## src/vlb_pkg.sv

```systemverilog
package vlb_pkg;
	localparam int DW = 9;
	localparam int BW = 8;
	// Register offsets (byte addresses, word index times four)
	localparam logic [7:0] OFF_LUMA_CTRL  = 8'h24; // index 09h
	localparam logic [7:0] OFF_CHROMA_STD = 8'h38; // index 0eh
	localparam logic [7:0] OFF_LUMA_DELAY = 8'h44; // index 11h
	localparam logic [7:0] OFF_STATUS     = 8'h7c; // index 1fh
	localparam logic [7:0] OFF_BCS        = 8'h80; // own
	localparam logic [7:0] OFF_RAW        = 8'h84; // own
	localparam logic [7:0] OFF_OUT_EN     = 8'h88; // own
	localparam logic [7:0] OFF_ID         = 8'h8c; // own
	// Field positions
	localparam int POS_COMB    = 6;
	localparam int POS_NOTCH   = 4;
	localparam int POS_COPY_PROTECT_FLAG   = 2;
	localparam int POS_LOCK    = 0;
	// Reset values
	localparam logic [7:0] RST_CONTRAST   = 8'h44;
	localparam logic [7:0] RST_BRIGHT     = 8'h80;
	localparam logic [7:0] RST_SAT        = 8'h40;
	localparam logic [7:0] RST_RAW_GAIN   = 8'h40;
	localparam logic [7:0] RST_RAW_OFFSET = 8'h80;
	localparam logic [7:0] ID_VALUE       = 8'h5a; // Arbitrary value
	// Level constants
	localparam int CON_DIV  = 68;
	localparam int SAT_DIV  = 64;
	localparam int MID      = 128;
	localparam int CLIP_MIN = 1;
	localparam int CLIP_MAX = 254;
	// Timing
	localparam int CLK_MHZ      = 200;
	localparam int LLC_MHZ      = 27;
	localparam int LLC_DIV      = CLK_MHZ / LLC_MHZ;
	localparam int LINE_50      = 429;
	localparam int LINE_60      = 432;
	localparam int RESET_LLC    = 128;
	localparam int SYNC_LPF_SH  = 4;
	localparam logic [7:0] SYNC_SLICE = 8'h20;
	localparam int PSEUDO_MIN   = 3;
	typedef struct packed {
		logic [DW-1:0] cvbs;
		logic [BW-1:0] cb;
		logic [BW-1:0] cr;
		logic          valid;
	} vlb_in_t;
	typedef struct packed {
		logic [BW-1:0] y;
		logic [BW-1:0] cb;
		logic [BW-1:0] cr;
		logic [BW-1:0] raw;
		logic          valid;
	} vlb_out_t;
	typedef enum logic [1:0] {
		RS_RESET = 2'b00,
		RS_HOLD  = 2'b01,
		RS_RUN   = 2'b10
	} vlb_rst_state_t;
endpackage

```

## src/vlb_luma_path.sv

```systemverilog
`timescale 1ns/100ps
module vlb_luma_path (
	input  wire logic           i_mclk,
	input  wire logic           i_rst,
	input  wire vlb_pkg::vlb_in_t i_in,
	input  wire logic [7:0]     i_remod_sub0,
	input  wire logic [7:0]     i_remod_sub1,
	input  wire logic           i_chip_enable,
	input  wire logic           i_supply_ok,
	input  wire logic           i_clock_ok,
	input  wire logic [7:0]     i_avs_address,
	input  wire logic           i_avs_read,
	input  wire logic           i_avs_write,
	input  wire logic [31:0]    i_avs_writedata,
	output logic [31:0]         o_avs_readdata,
	output logic                o_avs_waitrequest,
	output vlb_pkg::vlb_out_t   o_out,
	output logic                o_out_oe_n,
	output logic                o_line_locked_clock,
	output logic                o_line_locked_half_clock,
	output logic                o_clk_oe_n,
	output logic                o_decoder_serial_data_oe_n,
	output logic                o_reset_indicator_out,
	output logic                o_line_freq_control
);
	import vlb_pkg::*;

	// Reset and enable synchronisers
	logic [1:0] ce_sync, sup_sync, clk_sync;
	always_ff @(posedge i_mclk or posedge i_rst) begin
		if (i_rst) begin
			ce_sync  <= 2'b00;
			sup_sync <= 2'b00;
			clk_sync <= 2'b00;
		end else begin
			ce_sync  <= {ce_sync[0], i_chip_enable};
			sup_sync <= {sup_sync[0], i_supply_ok};
			clk_sync <= {clk_sync[0], i_clock_ok};
		end
	end
	wire int_reset = !ce_sync[1] || !sup_sync[1] || !clk_sync[1];

	// Line-locked clock divider
	logic [3:0] llc_cnt;
	logic [1:0] llc_ph;
	wire llc_tick = (llc_cnt == 4'(LLC_DIV / 2 - 1));
	always_ff @(posedge i_mclk or posedge i_rst) begin
		if (i_rst) begin
			llc_cnt <= 4'h0;
			llc_ph  <= 2'h0;
		end else if (llc_tick) begin
			llc_cnt <= 4'h0;
			llc_ph  <= llc_ph + 2'h1;
		end else begin
			llc_cnt <= llc_cnt + 4'h1;
		end
	end
	wire llc_rise = llc_tick && llc_ph[0];
	wire ll4_rise = llc_tick && (llc_ph == 2'h3);

	// Reset sequencer
	vlb_rst_state_t rs_state, next_rs_state;
	logic [7:0] hold_cnt;
	wire hold_done = (hold_cnt == 8'(RESET_LLC - 1));
	always_comb begin
		next_rs_state = rs_state;
		case (rs_state)
			RS_RESET: next_rs_state = int_reset ? RS_RESET : RS_HOLD;
			RS_HOLD:  next_rs_state = int_reset ? RS_RESET : ((hold_done && llc_rise) ? RS_RUN : RS_HOLD);
			RS_RUN:   next_rs_state = int_reset ? RS_RESET : RS_RUN;
			default:  next_rs_state = RS_RESET;
		endcase
	end
	always_ff @(posedge i_mclk or posedge i_rst) begin
		if (i_rst) begin
			rs_state <= RS_RESET;
			hold_cnt <= 8'h00;
		end else begin
			rs_state <= next_rs_state;
			if (rs_state != RS_HOLD)
				hold_cnt <= 8'h00;
			else if (llc_rise)
				hold_cnt <= hold_cnt + 8'h01;
		end
	end
	wire soft_rst = (rs_state == RS_RESET);

	// Registers
	logic [7:0] luma_ctrl, chroma_std, luma_delay_reg, out_en;
	logic [7:0] contrast_gain, brightness_offset, saturation_gain, raw_gain, raw_offset;
	logic       copy_protect_flag, sync_locked;
	// Write lands only on the edge that ends the wait
	wire wr = i_avs_write && !o_avs_waitrequest && !soft_rst;
	wire sel_luma = (i_avs_address == OFF_LUMA_CTRL);
	wire sel_std  = (i_avs_address == OFF_CHROMA_STD);
	wire sel_dly  = (i_avs_address == OFF_LUMA_DELAY);
	wire sel_stat = (i_avs_address == OFF_STATUS);
	wire sel_bcs  = (i_avs_address == OFF_BCS);
	wire sel_raw  = (i_avs_address == OFF_RAW);
	wire sel_oen  = (i_avs_address == OFF_OUT_EN);
	wire sel_id   = (i_avs_address == OFF_ID);
	always_ff @(posedge i_mclk or posedge i_rst) begin
		if (i_rst) begin
			luma_ctrl         <= 8'h00;
			chroma_std        <= 8'h00;
			luma_delay_reg    <= 8'h00;
			out_en            <= 8'h00;
			contrast_gain     <= RST_CONTRAST;
			brightness_offset <= RST_BRIGHT;
			saturation_gain   <= RST_SAT;
			raw_gain          <= RST_RAW_GAIN;
			raw_offset        <= RST_RAW_OFFSET;
		end else if (soft_rst) begin
			luma_ctrl         <= 8'h00;
			chroma_std        <= 8'h00;
			luma_delay_reg    <= 8'h00;
			out_en            <= 8'h00;
			contrast_gain     <= RST_CONTRAST;
			brightness_offset <= RST_BRIGHT;
			saturation_gain   <= RST_SAT;
			raw_gain          <= RST_RAW_GAIN;
			raw_offset        <= RST_RAW_OFFSET;
		end else if (wr) begin
			if (sel_luma) luma_ctrl <= i_avs_writedata[7:0];
			if (sel_std)  chroma_std <= i_avs_writedata[7:0];
			if (sel_dly)  luma_delay_reg <= {5'h00, i_avs_writedata[2:0]};
			if (sel_oen)  out_en <= {7'h00, i_avs_writedata[0]};
			if (sel_bcs) begin
				contrast_gain     <= i_avs_writedata[7:0];
				brightness_offset <= i_avs_writedata[15:8];
				saturation_gain   <= i_avs_writedata[23:16];
			end
			if (sel_raw) begin
				raw_gain   <= i_avs_writedata[7:0];
				raw_offset <= i_avs_writedata[15:8];
			end
		end
	end
	wire luma_comb_enable   = luma_ctrl[POS_COMB];
	wire notch_width_select = luma_ctrl[POS_NOTCH];
	wire [3:0] luma_filter_select = luma_ctrl[3:0];
	wire [2:0] luma_delay_select  = luma_delay_reg[2:0];
	wire std_60hz = chroma_std[0];
	wire [7:0] status_byte = {5'h00, copy_protect_flag, 1'b0, sync_locked};
	wire [31:0] rd_mux =
		sel_luma ? {24'h0, luma_ctrl} :
		sel_std  ? {24'h0, chroma_std} :
		sel_dly  ? {24'h0, luma_delay_reg} :
		sel_stat ? {24'h0, status_byte} :
		sel_bcs  ? {8'h0, saturation_gain, brightness_offset, contrast_gain} :
		sel_raw  ? {16'h0, raw_offset, raw_gain} :
		sel_oen  ? {24'h0, out_en} :
		sel_id   ? {24'h0, ID_VALUE} : 32'h0;
	// One wait cycle per access; waitrequest idles high
	always_ff @(posedge i_mclk or posedge i_rst) begin
		if (i_rst) begin
			o_avs_waitrequest <= 1'b1;
			o_avs_readdata    <= 32'h0;
		end else begin
			o_avs_waitrequest <= !((i_avs_read || i_avs_write) && o_avs_waitrequest);
			o_avs_readdata    <= rd_mux;
		end
	end

	// Remodulation and luma separation
	logic signed [9:0] cb_i, cr_i, cb_d, cr_d;
	logic mux_ph;
	wire signed [9:0] cb_c = $signed({2'b00, i_in.cb}) - 10'sd128;
	wire signed [9:0] cr_c = $signed({2'b00, i_in.cr}) - 10'sd128;
	// Interpolation: averaging for wide notch, heavier smoothing for narrow
	wire signed [10:0] cb_sum = notch_width_select ? (11'(cb_c) + 11'(cb_d)) : (11'(cb_c) + 11'(cb_i));
	wire signed [10:0] cr_sum = notch_width_select ? (11'(cr_c) + 11'(cr_d)) : (11'(cr_c) + 11'(cr_i));
	wire signed [9:0] cb_interp = 10'(cb_sum >>> 1);
	wire signed [9:0] cr_interp = 10'(cr_sum >>> 1);
	// Subcarrier phases from the second oscillator; 60 Hz selects the NTSC delay tap
	wire [7:0] sub = std_60hz ? i_remod_sub1 : i_remod_sub0;
	wire signed [8:0] sub_s = $signed({1'b0, sub}) - 9'sd128;
	wire signed [9:0] mod_src = mux_ph ? cr_interp : cb_interp;
	wire signed [18:0] prod = 19'(mod_src) * 19'(sub_s);
	logic signed [10:0] remod, remod_prev;
	wire signed [10:0] remod_sum = 11'(prod >>> 7) + remod_prev;
	wire signed [11:0] y_sep = $signed({3'b000, i_in.cvbs}) - (luma_comb_enable ? 12'sd0 : 12'(remod));
	always_ff @(posedge i_mclk or posedge i_rst) begin
		if (i_rst) begin
			cb_d <= 10'sd0; cr_d <= 10'sd0; cb_i <= 10'sd0; cr_i <= 10'sd0;
			mux_ph <= 1'b0; remod <= 11'sd0; remod_prev <= 11'sd0;
		end else if (i_in.valid) begin
			cb_d <= cb_c; cr_d <= cr_c; cb_i <= cb_interp; cr_i <= cr_interp;
			mux_ph <= !mux_ph;
			remod_prev <= 11'(prod >>> 7);
			remod <= remod_sum;
		end
	end

	// Peaking / low-pass filter and delay line
	logic signed [11:0] yd [0:7];
	wire signed [13:0] hp = 14'(y_sep) - 14'(yd[1]);
	wire signed [3:0] kf = $signed(luma_filter_select) ;
	wire signed [17:0] shp = 18'(hp) * 18'(kf);
	wire signed [13:0] y_filt = 14'(y_sep) + 14'(shp >>> 3);
	always_ff @(posedge i_mclk or posedge i_rst) begin
		if (i_rst) begin
			for (int k = 0; k < 8; k++) yd[k] <= 12'sd0;
		end else if (i_in.valid) begin
			yd[0] <= 12'(y_filt);
			for (int k = 1; k < 8; k++) yd[k] <= yd[k-1];
		end
	end
	wire signed [11:0] y_del = yd[luma_delay_select];
	// 9-bit luma to 8-bit scale
	wire signed [11:0] y8 = y_del >>> 1;

	// Level equations, truncating toward zero then adding offset, then clipping
	function automatic logic [7:0] clip8(input logic signed [19:0] v);
		if (v < 20'sd1) clip8 = 8'(CLIP_MIN);
		else if (v > 20'sd254) clip8 = 8'(CLIP_MAX);
		else clip8 = v[7:0];
	endfunction
	wire signed [19:0] y_prod = 20'(12'(y8) - 12'sd128) * $signed({12'h0, contrast_gain});
	wire signed [19:0] y_q = y_prod / 20'sd68;
	wire signed [19:0] y_out = y_q + $signed({12'h0, brightness_offset});
	wire signed [19:0] cb_q = (20'(cb_c) * $signed({12'h0, saturation_gain})) / 20'sd64;
	wire signed [19:0] cr_q = (20'(cr_c) * $signed({12'h0, saturation_gain})) / 20'sd64;
	wire signed [19:0] raw_q = (20'($signed({3'b000, i_in.cvbs[8:1]})) - 20'sd128)
		* $signed({12'h0, raw_gain}) / 20'sd64;
	always_ff @(posedge i_mclk or posedge i_rst) begin
		if (i_rst) begin
			o_out <= '0;
		end else begin
			o_out.valid <= i_in.valid && !soft_rst;
			if (i_in.valid) begin
				o_out.y   <= clip8(y_out);
				o_out.cb  <= clip8(cb_q + 20'sd128);
				o_out.cr  <= clip8(cr_q + 20'sd128);
				o_out.raw <= clip8(raw_q + $signed({12'h0, raw_offset}));
			end
		end
	end

	// Sync path: low-pass, slice, phase detect, loop filter, line oscillator
	logic [11:0] sync_lpf;
	logic        sliced, sliced_d;
	logic [8:0]  line_cnt;
	logic signed [11:0] loop_acc;
	logic [2:0]  pulse_cnt;
	wire [8:0] line_len = std_60hz ? 9'(LINE_60) : 9'(LINE_50);
	// Edge counted once per sample, not held while the stream pauses
	wire sync_edge = i_in.valid && sliced && !sliced_d;
	wire signed [11:0] phase_err = $signed({3'b000, line_cnt}) - $signed({3'b000, line_len >> 1});
	wire [8:0] line_end = 9'(line_len - 9'd1);
	always_ff @(posedge i_mclk or posedge i_rst) begin
		if (i_rst) begin
			sync_lpf <= 12'h0; sliced <= 1'b0; sliced_d <= 1'b0;
			line_cnt <= 9'h0; loop_acc <= 12'sd0; pulse_cnt <= 3'h0;
			copy_protect_flag <= 1'b0; sync_locked <= 1'b0; o_line_freq_control <= 1'b0;
		end else if (soft_rst) begin
			line_cnt <= 9'h0; loop_acc <= 12'sd0; pulse_cnt <= 3'h0;
			copy_protect_flag <= 1'b0; sync_locked <= 1'b0;
		end else begin
			if (i_in.valid) begin
				sync_lpf <= sync_lpf - (sync_lpf >> SYNC_LPF_SH) + {7'h0, y_sep[8:4]};
				sliced   <= (sync_lpf[11:4] < SYNC_SLICE);
				sliced_d <= sliced;
			end
			if (ll4_rise) begin
				line_cnt <= (line_cnt >= line_end) ? 9'h0 : line_cnt + 9'h1;
				o_line_freq_control <= (line_cnt < (line_len >> 1));
				if (line_cnt >= line_end) begin
					copy_protect_flag <= (pulse_cnt >= 3'(PSEUDO_MIN));
					pulse_cnt <= 3'h0;
				end
			end
			if (sync_edge) begin
				loop_acc <= loop_acc + phase_err;
				sync_locked <= (phase_err < 12'sd4) && (phase_err > -12'sd4);
				if (pulse_cnt != 3'h7) pulse_cnt <= pulse_cnt + 3'h1;
			end
		end
	end

	// Output drivers and enables
	always_ff @(posedge i_mclk or posedge i_rst) begin
		if (i_rst) begin
			o_line_locked_clock <= 1'b0; o_line_locked_half_clock <= 1'b0;
			o_clk_oe_n <= 1'b1; o_decoder_serial_data_oe_n <= 1'b1;
			o_out_oe_n <= 1'b1; o_reset_indicator_out <= 1'b0;
		end else begin
			o_line_locked_clock      <= llc_ph[0];
			o_line_locked_half_clock <= llc_ph[1];
			o_clk_oe_n <= soft_rst;
			o_decoder_serial_data_oe_n <= soft_rst;
			o_out_oe_n <= soft_rst || !out_en[0];
			o_reset_indicator_out <= (rs_state == RS_RUN);
		end
	end

	if (LLC_DIV < 2) begin : g_div_chk
		$error("clock too slow for divider");
	end
endmodule

```

## config.mk

```make
export PLATFORM = sky130hd
export DESIGN_NAME = vlb_luma_path
export DESIGN_NICKNAME = d
export VERILOG_FILES = /design/src/vlb_pkg.sv /design/src/vlb_luma_path.sv
export SDC_FILE = /design/constraint.sdc
export NUM_CORES = 2
export LEC_CHECK = 0
export BUFFER_PORTS_ARGS = -buffer_cell sky130_fd_sc_hd__clkbuf_2
export CAP_MARGIN = 5
export CORE_ASPECT_RATIO = 0.9
export CORE_MARGIN = 10
export CORE_UTILIZATION = 35
export DETAILED_ROUTE_END_ITERATION = 12
export HOLD_SLACK_MARGIN = 0.02
export SETUP_SLACK_MARGIN = 0.02
export SYNTH_ARGS = -nofsm -noshare
export SYNTH_HDL_FRONTEND = slang
export SYNTH_SLANG_ARGS = --single-unit
```

## constraint.sdc

```tcl
create_clock -name i_mclk -period 46.8 [get_ports i_mclk]
set_input_delay 7.02 -clock i_mclk [delete_from_list [all_inputs] [get_ports i_mclk]]
set_output_delay 7.02 -clock i_mclk [all_outputs]
set_load 0.05 [all_outputs]
```

==> metrics.txt <==
Slew HR 22.7%; met1 Usage GRT 22.3%; RD Place Congestion 0.834; highest clock rate 55.8 MHz; PostCTS Resize Cnt 0; Worst Clk Skew 18.9 ps; outcome complete, no violations; fraction of registers with async set/reset 100%; DR vias/cell 5.07; Final Critical Period 17920 ps; Worst Path Required 47200 ps; worst hold path type flip-flop to flip-flop; Worst Max-Slew Pin Slew 1130 ps; Layout area overhead 9.53%; post-synthesis sequential area ratio 21.6%; global-route wire length before repair 149000 um; kind of critical path flip-flop to flip-flop; antenna fix cells 0; Die Y 330 um; initial DRC count 1758; TNS Setup 0 ps; RSZ-0062 raised after global routing false; clock sinks 323; # setup viols final 0; I/O Buffers 145; max reg flops 90; most frequent cells in the layout inv_1, nand2_1, fa_1; Yosys warning total 0; Worst path slowest cell mux2i_1; most common cell after layout, fill and taps aside inv_1; Starting Density 35.4%; grt met2 use 23.4%; worst skew pair latency 580 ps; HPWL Detailed 71400 um; Cells after Synth 4100; drt pass-1 iters 5; Worst Path Max Fanout 24; max incr delay on CP 740 ps; Max-Cap Viols 0; most used routing layer met2; CTS tree yes; area of the core 0.106 mm^2; htree depth 2; R2R cell count 59; share of layout cells above drive strength 1 11.1%; Clk Tree Root Cell clkbuf_16; Setup Buffers After CTS 0; EDFF count, synth 0; period utilisation layout 38.3%; pin count of the biggest net entering global routing 160; largest register by flop count yd; synth unique cells 117; Pins Over Slew Limit 0; CTS max path bufs 3; number of CTS-inserted buffers 39; Post-DRT Antenna Nets 0; # DRC 0; synthesized cell area 0.0374 mm^2; top_reg_cell synth dfrtp_1; Synth Area per Inst 9.13 um^2; CP arrival 18320 ps; Rows 113; routed len/inst 16.0 um; vias 28340; Final Hold Fails 0; Largest regs yd: 90 flops, o_out: 33 flops, o_avs_readdata: 24 flops; Routed WL 89700 um; Worst Setup End Kind flip-flop; Total Nets Final 4952; initial antenna violation count 2; vias in the first global route 28155; Die Wd 365 um; CTS clk-pin slew, worst paths 60 ps; Worst Hold Depth 0; total track usage 15.0%; CTS Hold Buffers Added 0; GR Util met3 1.79%; flops & latches, synth 323; Die ar. 0.120 mm^2; crit start category flip-flop; I/O pins 162; GRT overflow 0
==> layer usage <==
metal	wire length, um	vias up	share of wire [%]
met2	39300	563	44
met1	44700	13993	50
li1	-	13712	-
met5	11	-	0.012
met3	4370	70	4.9
met4	1320	2	1.5
==> Yosys cell counts (68+ instances only) <==
| cell | number | area, um^2 |
|---|---|---|
| fa_1 | 358 | 7170 |
| a21oi_1 | 257 | 1290 |
| dfrtp_1 | 314 | 7860 |
| xor2_1 | 77 | 674 |
| o21ai_0 | 140 | 701 |
| inv_1 | 632 | 2370 |
| xnor2_1 | 168 | 1470 |
| clkbuf_1 | 105 | 394 |
| and2_1 | 170 | 1060 |
| mux2_2 | 137 | 1540 |
| o21bai_1 | 68 | 510 |
| nor2_1 | 157 | 589 |
| nand2b_1 | 72 | 450 |
| nand3_1 | 80 | 400 |
| ha_1 | 324 | 4050 |
| nand2_1 | 425 | 1600 |
==> final cells by class <==
cell class / instances / area (um^2)
Fill cell: 10525 / 64900
Multi-Input combinational cell: 3016 / 26500
Sequential cell: 323 / 8090
Inverter: 634 / 2390
Tap cell: 1380 / 1730
Clock buffer: 50 / 1090
Timing Repair Buffer: 167 / 912
Clock inverter: 22 / 349
==> cells by family after synthesis <==
logic type	share of synthesized area, %
buffers and inverters	7.87
multiplexers	6.28
XOR/XNOR	5.88
other	0.0100
AND/OR/NAND/NOR	15.1
AO/OA/AOI/OAI	13.2
flip-flops	21.6
adder cells (fa/ha/maj)	30.0
==> worst paths after layout <==
path                       slack, ps                     to                           from
max                            28880  o_out[31]$_DFFE_PP0P_  luma_delay_reg[0]$_DFFE_PP0P_
max reg2reg                    28880  o_out[31]$_DFFE_PP0P_  luma_delay_reg[0]$_DFFE_PP0P_
min reg2reg                      350  clk_sync[1]$_DFF_PP0_          clk_sync[0]$_DFF_PP0_
max in group asynchronous      38870   o_out[5]$_DFFE_PP0P_                          i_rst
min                              350  clk_sync[1]$_DFF_PP0_          clk_sync[0]$_DFF_PP0_
min in group asynchronous       6600  remod[10]$_DFFE_PP0P_                          i_rst
==> worst max-delay path, delay by kind of cell (launching register included) <==
kind,cells,cell delay [ps]
buf+inv,6,810
flops,1,320
mux,5,2300
compound gates,23,5280
simple gates,16,5280
fa+ha+maj,8,3320
xor+xnor,1,390
==> through the flow <==
| stage | utilization [%] | cell area, um^2 | hold WS, ps | setup slack, ps | instances |
|---|---|---|---|---|---|
| after detailed placement | 37.4 | 39600 | 335 | 28950 | 5520 |
| after floorplan | - | 37500 | 331 | 30850 | 4107 |
| final | 38.7 | 41000 | 347 | 28880 | 5592 |
| after global placement | 37.4 | 39600 | 334 | 29040 | 5520 |
| after global routing | 38.7 | 41000 | 368 | 27420 | 5592 |
| after CTS | 38.7 | 41000 | 348 | 28880 | 5592 |
Power is not shown: default switching activity piles up to over one toggle a cycle in this logic, so the estimate is an artifact.
